--- src/svic_pkg.sv ---
`default_nettype none
package svic_pkg;
  // Register indices on the plain register port
  localparam logic [1:0] ADDR_ENABLE = 2'h0;
  localparam logic [1:0] ADDR_STATUS = 2'h1;
  localparam logic [1:0] ADDR_MASK = 2'h2;
  localparam logic [1:0] ADDR_TMR2_CONTROL = 2'h3;
  // Enable register layout
  localparam int GATE_BIT = 7;
  localparam int RSVD_BIT = 6;
  localparam int EN_TMR2 = 5;
  localparam int EN_SERIAL = 4;
  localparam int EN_TMR1 = 3;
  localparam int EN_EXT1 = 2;
  localparam int EN_TMR0 = 1;
  localparam int EN_EXT0 = 0;
  // Timer 2 control layout
  localparam int T2C_OVF = 7;
  localparam int T2C_EXT = 6;
  localparam int T2C_BAUD = 5;
  localparam int T2C_UPDOWN = 4;
  localparam int T2C_EXTEN = 3;
  // Reset values
  localparam logic [7:0] ENABLE_RST = 8'h00;
  localparam logic [7:0] MASK_RST = 8'h00;
  localparam logic [7:0] T2C_RST = 8'h00;
  localparam logic [5:0] NO_VECTOR = 6'h00;
  // Machine cycle: 12 clocks, state S1..S6 with two phases each
  localparam int unsigned MC_LEN = 12;
  localparam logic [3:0] MC_LAST = 4'hB;
  localparam logic [3:0] PH_S2P2 = 4'h3;
  localparam logic [3:0] PH_S5P2 = 4'h9;
  localparam int unsigned NUM_SRC = 6;

  typedef struct packed {
    logic serial_req;
    logic tmr2_overflow;
    logic tmr1_overflow;
    logic tmr0_overflow;
    logic ext_request_1;
    logic ext_request_0;
  } svic_src_type;

  typedef enum logic [1:0] {
    ST_RUN = 2'b01,
    ST_IDLE = 2'b10
  } svic_state_type;
endpackage : svic_pkg
`default_nettype wire

--- src/svic_core.sv ---
// Functional notes
// - Six vectors: two external, three timers, one serial port.
// - Each source has its own enable bit written by software.
// - Gate bit 7 clear blocks all acknowledges; set defers to per-source bits.
// - Bits: 5 timer2, 4 serial, 3 timer1, 2 ext1, 1 timer0, 0 ext0.
// - Enable bit one permits a source, zero blocks it.
// - Timer 2 request is OR of overflow and external flags.
// - Vectoring never clears timer 2 flags; software clears them.
// - Timer 0/1 flags set at S5P2, polled next machine cycle.
// - Timer 2 flag set at S2P2, polled same machine cycle.
// - Idle ends on any enabled interrupt or on hardware reset.
// - In idle the core halts while interrupt logic and registers keep state.
// - Outside up/down mode, with external enable set, falling trigger edge sets external flag.
// - In up/down mode the external flag raises no request.
// - In baud generator mode high byte rollover sets no overflow flag.
`timescale 1ns/1ps
`default_nettype none
module svic_core (
  // Clock and reset
  input wire logic ref_clk_in,
  input wire logic rst_in,
  // Register port
  input wire logic [1:0] reg_addr_in,
  input wire logic [7:0] reg_wdata_in,
  input wire logic reg_wr_in,
  input wire logic reg_rd_in,
  output logic [7:0] reg_rdata_out,
  // Event sources
  input wire logic ext_request_0_in,
  input wire logic ext_request_1_in,
  input wire logic tmr2_trigger_input_in,
  input wire logic tmr0_ovf_in,
  input wire logic tmr1_ovf_in,
  input wire logic tmr2_high_byte_roll_in,
  input wire logic serial_req_in,
  // Core handshake
  input wire logic idle_req_in,
  input wire logic vector_ack_in,
  output logic [5:0] vector_out,
  output logic irq_valid_out,
  output logic core_halt_out,
  output logic irq_out
);
  logic ext0_s;
  logic ext1_s;
  logic trig_s;
  logic trig_d_r;
  logic [7:0] interrupt_enable_r;
  logic [7:0] interrupt_enable_nxt;
  logic [7:0] tmr2_control_r;
  logic [7:0] tmr2_control_nxt;
  logic [7:0] status_r;
  logic [7:0] status_nxt;
  logic [7:0] mask_r;
  logic [7:0] mask_nxt;
  logic [7:0] rdata_r;
  logic [7:0] rdata_nxt;
  logic [3:0] phase_r;
  logic [3:0] phase_nxt;
  logic tf0_r;
  logic tf0_nxt;
  logic tf1_r;
  logic tf1_nxt;
  logic tf0_pend_r;
  logic tf0_pend_nxt;
  logic tf1_pend_r;
  logic tf1_pend_nxt;
  logic tf2_pend_r;
  logic tf2_pend_nxt;
  logic [5:0] vector_r;
  logic [5:0] vector_nxt;
  logic valid_r;
  logic valid_nxt;
  logic irq_r;
  logic irq_nxt;
  svic_pkg::svic_state_type state_r;
  svic_pkg::svic_state_type state_nxt;
  svic_pkg::svic_src_type req;
  logic [5:0] req_vec;
  logic [5:0] en_vec;
  logic [5:0] pend;
  logic [5:0] pick;
  logic poll;
  logic trig_fall;
  logic [7:0] events;

  // Pin inputs cross into the clock domain
  svic_sync u_sync_ext0 (
    .ref_clk_in(ref_clk_in),
    .rst_in(rst_in),
    .async_in(ext_request_0_in),
    .level_out(ext0_s)
  );
  svic_sync u_sync_ext1 (
    .ref_clk_in(ref_clk_in),
    .rst_in(rst_in),
    .async_in(ext_request_1_in),
    .level_out(ext1_s)
  );
  svic_sync u_sync_trig (
    .ref_clk_in(ref_clk_in),
    .rst_in(rst_in),
    .async_in(tmr2_trigger_input_in),
    .level_out(trig_s)
  );

  // Machine-cycle phase counter and latched timer flags
  always_comb begin
    phase_nxt = (phase_r == svic_pkg::MC_LAST) ? 4'h0 : phase_r + 4'h1;
    tf0_pend_nxt = tf0_pend_r | tmr0_ovf_in;
    tf1_pend_nxt = tf1_pend_r | tmr1_ovf_in;
    tf0_nxt = tf0_r;
    tf1_nxt = tf1_r;
    // Vector taken clears timer 0/1 flags; timer 2 flags stay
    if (valid_r && vector_ack_in) begin
      if (vector_r[svic_pkg::EN_TMR0]) begin
        tf0_nxt = 1'b0;
      end
      if (vector_r[svic_pkg::EN_TMR1]) begin
        tf1_nxt = 1'b0;
      end
    end
    // Set at S5P2 wins over a clear in the same cycle
    if (phase_r == svic_pkg::PH_S5P2) begin
      tf0_nxt = tf0_nxt | tf0_pend_nxt;
      tf1_nxt = tf1_nxt | tf1_pend_nxt;
      tf0_pend_nxt = 1'b0;
      tf1_pend_nxt = 1'b0;
    end
  end

  // Timer 2 control: hardware set beats software clear
  always_comb begin
    trig_fall = trig_d_r & ~trig_s;
    tmr2_control_nxt = tmr2_control_r;
    if (reg_wr_in && reg_addr_in == svic_pkg::ADDR_TMR2_CONTROL) begin
      tmr2_control_nxt = reg_wdata_in;
    end
    // Rollover waits for S2P2 to set the flag; none while baud generator
    tf2_pend_nxt = tf2_pend_r;
    if (tmr2_high_byte_roll_in && !tmr2_control_r[svic_pkg::T2C_BAUD]) begin
      tf2_pend_nxt = 1'b1;
    end
    if (phase_r == svic_pkg::PH_S2P2) begin
      if (tf2_pend_nxt) begin
        tmr2_control_nxt[svic_pkg::T2C_OVF] = 1'b1;
      end
      tf2_pend_nxt = 1'b0;
    end
    if (tmr2_control_r[svic_pkg::T2C_UPDOWN]) begin
      if (tmr2_high_byte_roll_in) begin
        tmr2_control_nxt[svic_pkg::T2C_EXT] = ~tmr2_control_r[svic_pkg::T2C_EXT];
      end
    end else if (trig_fall && tmr2_control_r[svic_pkg::T2C_EXTEN]) begin
      tmr2_control_nxt[svic_pkg::T2C_EXT] = 1'b1;
    end
  end

  // Request vector, enables, priority pick
  always_comb begin
    req.ext_request_0 = ~ext0_s;
    req.ext_request_1 = ~ext1_s;
    req.tmr0_overflow = tf0_r;
    req.tmr1_overflow = tf1_r;
    req.tmr2_overflow = tmr2_control_r[svic_pkg::T2C_OVF]
      | (tmr2_control_r[svic_pkg::T2C_EXT] & ~tmr2_control_r[svic_pkg::T2C_UPDOWN]);
    req.serial_req = serial_req_in;
    // Order matches enable bit positions
    req_vec = {req.tmr2_overflow, req.serial_req, req.tmr1_overflow,
               req.ext_request_1, req.tmr0_overflow, req.ext_request_0};
    en_vec = interrupt_enable_r[5:0];
    pend = interrupt_enable_r[svic_pkg::GATE_BIT] ? (req_vec & en_vec) : 6'h00;
    pick = pend & (~pend + 6'h01);
    // Poll at S5P2: sees a timer 2 flag of this cycle, timer 0/1 flags of the last
    poll = (phase_r == svic_pkg::PH_S5P2);
  end

  // Vector handshake to the core
  always_comb begin
    vector_nxt = vector_r;
    valid_nxt = valid_r;
    if (valid_r && vector_ack_in) begin
      valid_nxt = 1'b0;
      vector_nxt = svic_pkg::NO_VECTOR;
    end else if (!valid_r && poll && pend != 6'h00) begin
      valid_nxt = 1'b1;
      vector_nxt = pick;
    end
  end

  // Run and idle state of the core
  always_comb begin
    state_nxt = state_r;
    unique case (state_r)
      svic_pkg::ST_RUN: begin
        if (idle_req_in) begin
          state_nxt = svic_pkg::ST_IDLE;
        end
      end
      svic_pkg::ST_IDLE: begin
        if (pend != 6'h00) begin
          state_nxt = svic_pkg::ST_RUN;
        end
      end
    endcase
  end

  // Software registers, sticky status, read path
  always_comb begin
    events = {2'b00, pick & {6{poll && !valid_r}}};
    interrupt_enable_nxt = interrupt_enable_r;
    mask_nxt = mask_r;
    status_nxt = status_r;
    rdata_nxt = 8'h00;
    if (reg_wr_in && reg_addr_in == svic_pkg::ADDR_ENABLE) begin
      interrupt_enable_nxt = reg_wdata_in & ~(8'h01 << svic_pkg::RSVD_BIT);
    end
    if (reg_wr_in && reg_addr_in == svic_pkg::ADDR_MASK) begin
      mask_nxt = reg_wdata_in;
    end
    if (reg_rd_in) begin
      unique case (reg_addr_in)
        svic_pkg::ADDR_ENABLE: rdata_nxt = interrupt_enable_r;
        svic_pkg::ADDR_STATUS: begin
          rdata_nxt = status_r;
          status_nxt = 8'h00;
        end
        svic_pkg::ADDR_MASK: rdata_nxt = mask_r;
        svic_pkg::ADDR_TMR2_CONTROL: rdata_nxt = tmr2_control_r;
      endcase
    end
    status_nxt = status_nxt | events;
    irq_nxt = (status_nxt & mask_nxt) != 8'h00;
  end

  // All state registers
  always_ff @(posedge ref_clk_in or posedge rst_in) begin
    if (rst_in) begin
      trig_d_r <= 1'b1;
      interrupt_enable_r <= svic_pkg::ENABLE_RST;
      tmr2_control_r <= svic_pkg::T2C_RST;
      status_r <= 8'h00;
      mask_r <= svic_pkg::MASK_RST;
      rdata_r <= 8'h00;
      phase_r <= 4'h0;
      tf0_r <= 1'b0;
      tf1_r <= 1'b0;
      tf0_pend_r <= 1'b0;
      tf1_pend_r <= 1'b0;
      tf2_pend_r <= 1'b0;
      vector_r <= svic_pkg::NO_VECTOR;
      valid_r <= 1'b0;
      irq_r <= 1'b0;
      state_r <= svic_pkg::ST_RUN;
    end else begin
      trig_d_r <= trig_s;
      interrupt_enable_r <= interrupt_enable_nxt;
      tmr2_control_r <= tmr2_control_nxt;
      status_r <= status_nxt;
      mask_r <= mask_nxt;
      rdata_r <= rdata_nxt;
      phase_r <= phase_nxt;
      tf0_r <= tf0_nxt;
      tf1_r <= tf1_nxt;
      tf0_pend_r <= tf0_pend_nxt;
      tf1_pend_r <= tf1_pend_nxt;
      tf2_pend_r <= tf2_pend_nxt;
      vector_r <= vector_nxt;
      valid_r <= valid_nxt;
      irq_r <= irq_nxt;
      state_r <= state_nxt;
    end
  end

  assign reg_rdata_out = rdata_r;
  assign vector_out = vector_r;
  assign irq_valid_out = valid_r;
  assign core_halt_out = state_r[1]; // Idle bit of the one-hot state flop
  assign irq_out = irq_r;
endmodule : svic_core
`default_nettype wire

--- src/svic_sync.sv ---
`timescale 1ns/1ps
`default_nettype none
// Three-stage synchroniser; a change counts once stages two and three agree
module svic_sync (
  // Clock and reset
  input wire logic ref_clk_in,
  input wire logic rst_in,
  // Asynchronous level and filtered result
  input wire logic async_in,
  output logic level_out
);
  logic s1_r;
  logic s2_r;
  logic s3_r;
  logic level_r;
  logic level_nxt;

  // Hold last agreed value while stages disagree
  always_comb begin
    level_nxt = (s2_r == s3_r) ? s3_r : level_r;
  end

  // Sync chain, idle high as the pins are
  always_ff @(posedge ref_clk_in or posedge rst_in) begin
    if (rst_in) begin
      s1_r <= 1'b1;
      s2_r <= 1'b1;
      s3_r <= 1'b1;
      level_r <= 1'b1;
    end else begin
      s1_r <= async_in;
      s2_r <= s1_r;
      s3_r <= s2_r;
      level_r <= level_nxt;
    end
  end

  assign level_out = level_r;
endmodule : svic_sync
`default_nettype wire
--- config.mk ---
export PLATFORM = sky130hd
export DESIGN_NAME = svic_core
export DESIGN_NICKNAME = d
export VERILOG_FILES = /design/src/svic_pkg.sv /design/src/svic_core.sv /design/src/svic_sync.sv
export SDC_FILE = /design/constraint.sdc
export NUM_CORES = 1
export LEC_CHECK = 0
export ABC_AREA = 1
export BUFFER_PORTS_ARGS = -buffer_cell sky130_fd_sc_hd__buf_2
export CAP_MARGIN = 10
export CORE_ASPECT_RATIO = 1.75
export CORE_MARGIN = 2
export CORE_UTILIZATION = 55
export DETAILED_ROUTE_END_ITERATION = 7
export PLACE_DENSITY = 0.73
export SKIP_LAST_GASP = 1
export SLEW_MARGIN = 25
export SYNTH_ARGS = -nofsm -noshare
export SYNTH_HDL_FRONTEND = slang
export SYNTH_SLANG_ARGS = --single-unit
--- constraint.sdc ---
create_clock -name ref_clk_in -period 5 [get_ports ref_clk_in]
set_input_delay 0.5 -clock ref_clk_in [delete_from_list [all_inputs] [get_ports ref_clk_in]]
set_output_delay 0.5 -clock ref_clk_in [all_outputs]
set_load 0.01 [all_outputs]
==> run summary <==
The run finished with clean final reports. The number of port buffers came out at 39. The clock transition at the registers of the reported paths came out at 0.08 ns. The final net count is 392. In this run, the clock network consumes 31.5% of the power. After synthesis, the largest family of logic cells by area is simple AND/OR/NAND/NOR gates.

The switching power as a share of total power is 27.6%. The via count of the first global-routing pass is 2319. The worst setup path is captured at a flip-flop. The worst setup path is launched from a flip-flop. The number of antenna violations at the first check in global routing was 0. Once the floorplan was initialized, standard cells occupied 56.8% of the core. In the post-synthesis netlist, the biggest area contributors are dfrtp_1, nand2_1, dfstp_2. The average instance area after synthesis is 9.29 um2. The number of I/O pins came out at 40. The maximum number of pins on one net before global-route repair came out at just over 70. The proportion of power drawn by combinational gates came out at 14.1%. The total internal power came out at 0.929 mW. After detailed placement, the total cell area comes to 0.00321 mm2. The height of the die is 101 um. Per report_power, the sequential group accounts for 54.4% of the total. The summed negative setup slack over all endpoints came out at 0 ns. The fraction of registers with async set/reset came out at between 90% and 100%.

The total setup buffers inserted after CTS came out at 0. The core box area came out at around 0.0053 mm2. After clock tree synthesis, the flow added hold-fix buffers numbering 0. The sum of buffers and inverters on the critical path is 1. In this run, synthesis inferred 0 flip-flops with an integrated enable. The fraction of layout instances using a drive strength above 1 came out at 21.2%.

Counting along the longest clock path gives a buffer depth of 2. Summing the areas of all and, or, nand and nor instances in the mapped netlist gives 22.0% of the synthesized area. The worst slew slack as a fraction of its limit is between 40 and 50%. The critical path starts at phase_r[1]. The synthesis warning total is 0. The synthesized netlist devotes between 1.5 and 2% of its cell area to adder and majority cells. The clock reaches the later pin of the worst-skew pair after 0.35 ns. After technology mapping, the gate count stands at roughly 320. The post-synthesis net count is 346. The number of remaining DRC errors came out at 0. The maximum clock rate came out at 616 MHz. The final standard cell area without fillers is 0.00338 mm2. The synthesized design contains 71 register bits. Along the worst path, the maximum fanout reaches 5. The root buffer cell is clkbuf_8. The number of max-slew violations in the final report came out at 0. Summed over all instances, the cell type with the most area after synthesis is dfrtp_1. In this run the critical register-to-register path is launched from phase_r[1]. The fraction of the mapped netlist area in compound gates came out at around 9.2%.

The post-cts gate resize count came out at 0. The critical path goes through inv_1 -> ha_1 -> nand3_1 -> nor2_2 -> nand3_1 -> a21oi_1 -> nor2_1 -> nand2_1. The detail-routed net length per standard cell came out at 15.0 um. Ranked by instance count, the synthesized netlist is headed by nand2_1, dfrtp_1, inv_1, o21ai_0, nand3_1. The mux contribution to synthesized area came out at 0%. The first global-routing pass estimated around 11000 um of wire. The transition time of the tightest slew-check pin is 0.858 ns. The layout-stage area growth over the synthesis result is 13.5%. The total power divided by cell area is 379 mW/mm2. Counting distinct cell types in the post-synthesis netlist gives 31. The clock tree from TritonCTS is built. 0 antenna diodes ended up in the layout. The parity-gate share of the synthesized area counting xor and xnor cells is 0%. The placer's final routability congestion estimate is 0.883. The post-synthesis instance area is 0.00298 mm2. The worst setup path is of the reg2reg kind. The family of cells with the greatest summed delay on the critical path is simple AND/OR/NAND/NOR gates. The global-route usage over all layers came out at 24.6%. The tree built by TritonCTS fans out to 71 sinks. The clock skew is around 0.011 ns. The maximum level of the CTS H-tree came out at 3. The portion of the post-synthesis area used by sequential elements came out at 60.2%. The leakage power came out at 1.75 nW.

The final global-route overflow total came out at 0. The total via count after detailed routing came out at 2292. Counting stages on the worst path, the most repeated cell is nand3_1. The required time of the critical path came out at 5.29 ns.

The proportion of netlist area held by the largest area contributor is 47.8%. Summed over all nets, the switching power comes to 0.354 mW. The die extent in x is 59.7 um. The total count of hold-check failures in the final report came out at 0. Counting I/O delays and the setup requirement, the final critical path takes 1.62 ns. In this run the core area contains 35 standard-cell rows.

In the synthesized netlist the dominant register cell turns out to be dfrtp_1. The floorplan step defined a die boundary enclosing a little over 0.006 mm2. After detailed routing, the number of vias per cell comes to approximately 5.4. The min-delay analysis places its worst path in the category in2reg. The number of CTS-inserted buffers is 9. VDD sags by at most between 0.2 and 0.3 mV. The largest individual stage delay along the critical path comes from the cell dfrtp_1. The startpoint identified for the worst hold timing path is ext_request_0_in. The half-perimeter wire length after placement came out at ~4700 um. The final wirelength is approximately 6400 um. The data arrival at the endpoint of the critical path came out at 1.92 ns. The tool flagged a number of max-cap violations equal to 0. Setup repair after global routing left no endpoint under its margin. On the worst path, the slowest cell contributes a delay of 0.40 ns. The post-route antenna net violation count is 0. The most instantiated library cell after synthesis is nand2_1. The iteration count of the initial detailed-routing pass came out at 4.

The violation count after the first detailed-routing iteration came out at just over 100. The final worst-path cycle share came out at ~32%. The number of setup violations in the final report is 0.
==> routing by layer <==
layer	global-route usage [%]	vias to the layer above	share of wire (%)
met5	0	-	0
met4	15.2	0	4.3
met3	4.60	19	2.8
met2	39.9	58	53
met1	29.4	1096	40
li1	-	1119	-
==> state kept, by name, indices dropped and copies added, names as in the netlist, 2 cells and up <==
| signal | flops |
|---|---|
| status_r | 8 |
| interrupt_enable_r | 7 |
| state_r | 2 |
| mask_r | 8 |
| reg_rdata_out | 8 |
| vector_out | 6 |
| phase_r | 4 |
| tmr2_control_r | 8 |
==> cell usage in the layout, fill, tap and decap left out, types with 3 or more instances in the layout <==
master and instances:
nor2_1 12, dfrtp_1 57, inv_1 38, o21ai_1 5
nand3_1 18, nand2_1 104, maj3_1 3, nand2_2 4
clkbuf_1 4, dfstp_2 14, buf_2 39, o21ai_0 23
nor3_1 4, nand4_1 3, clkbuf_8 11, a41oi_1 6
a21oi_1 6
==> final cells by class <==
cell class	count	area, um2
Fill cell	455	1870
Sequential cell	71	1790
Multi-Input combinational cell	203	987
Timing Repair Buffer	40	203
Clock buffer	15	166
Inverter	42	160
Tap cell	55	68.8
Clock inverter	1	5.00
==> power groups by stage <==
stage / Combinational, mW / Clock [mW] / Sequential, mW
after floorplan: 0.115 / 0 / 0.705
final: 0.181 / 0.404 / 0.698
after global routing: 0.210 / 0.438 / 0.708
after CTS: 0.183 / 0.414 / 0.698
after global placement: 0.177 / 0 / 0.706
after detailed placement: 0.182 / 0 / 0.708
==> through the flow <==
stage,util [%],hold WS [ns],instances,worst slack [ns],total power [mW]
2_1_floorplan,-,0.345,321,2.73,0.820
3_3_place_gp,61.1,0.346,411,3.35,0.882
3_5_place_dp,61.1,0.347,411,3.32,0.890
4_1_cts,64.4,0.236,427,3.37,1.30
5_1_grt,64.4,0.238,427,3.17,1.36
6_report,64.4,0.249,427,3.38,1.28
==> worst paths after layout <==
check / endpoint / slack, ns / cells after the start
min in group asynchronous: phase_r[3] / 0.40 / 3
worst max-delay path: irq_out / 3.38 / 8
max in group asynchronous: state_r[1] / 4.04 / 3
worst min-delay path: u_sync_ext0.s1_r / 0.25 / 1
worst max register to register: irq_out / 3.38 / 8
worst min register to register: u_sync_ext1.s2_r / 0.36 / 0
==> cells by family (layout without fill, tap and decap cells) <==
kind of cell	after synthesis	count (layout)
compound gates	47	47
fa+ha+maj	5	5
buf+inv	47	98
flops	71	71
simple gates	151	151
==> worst register-to-register path, cell delays in order, from the launching register on <==
cell and delay [ns]:
dfrtp_1 0.40, inv_1 0.07, ha_1 0.16, nand3_1 0.17, nor2_2 0.26, nand3_1 0.19, a21oi_1 0.18, nor2_1 0.07
nand2_1 0.07
(Power assumes the default switching activity.)
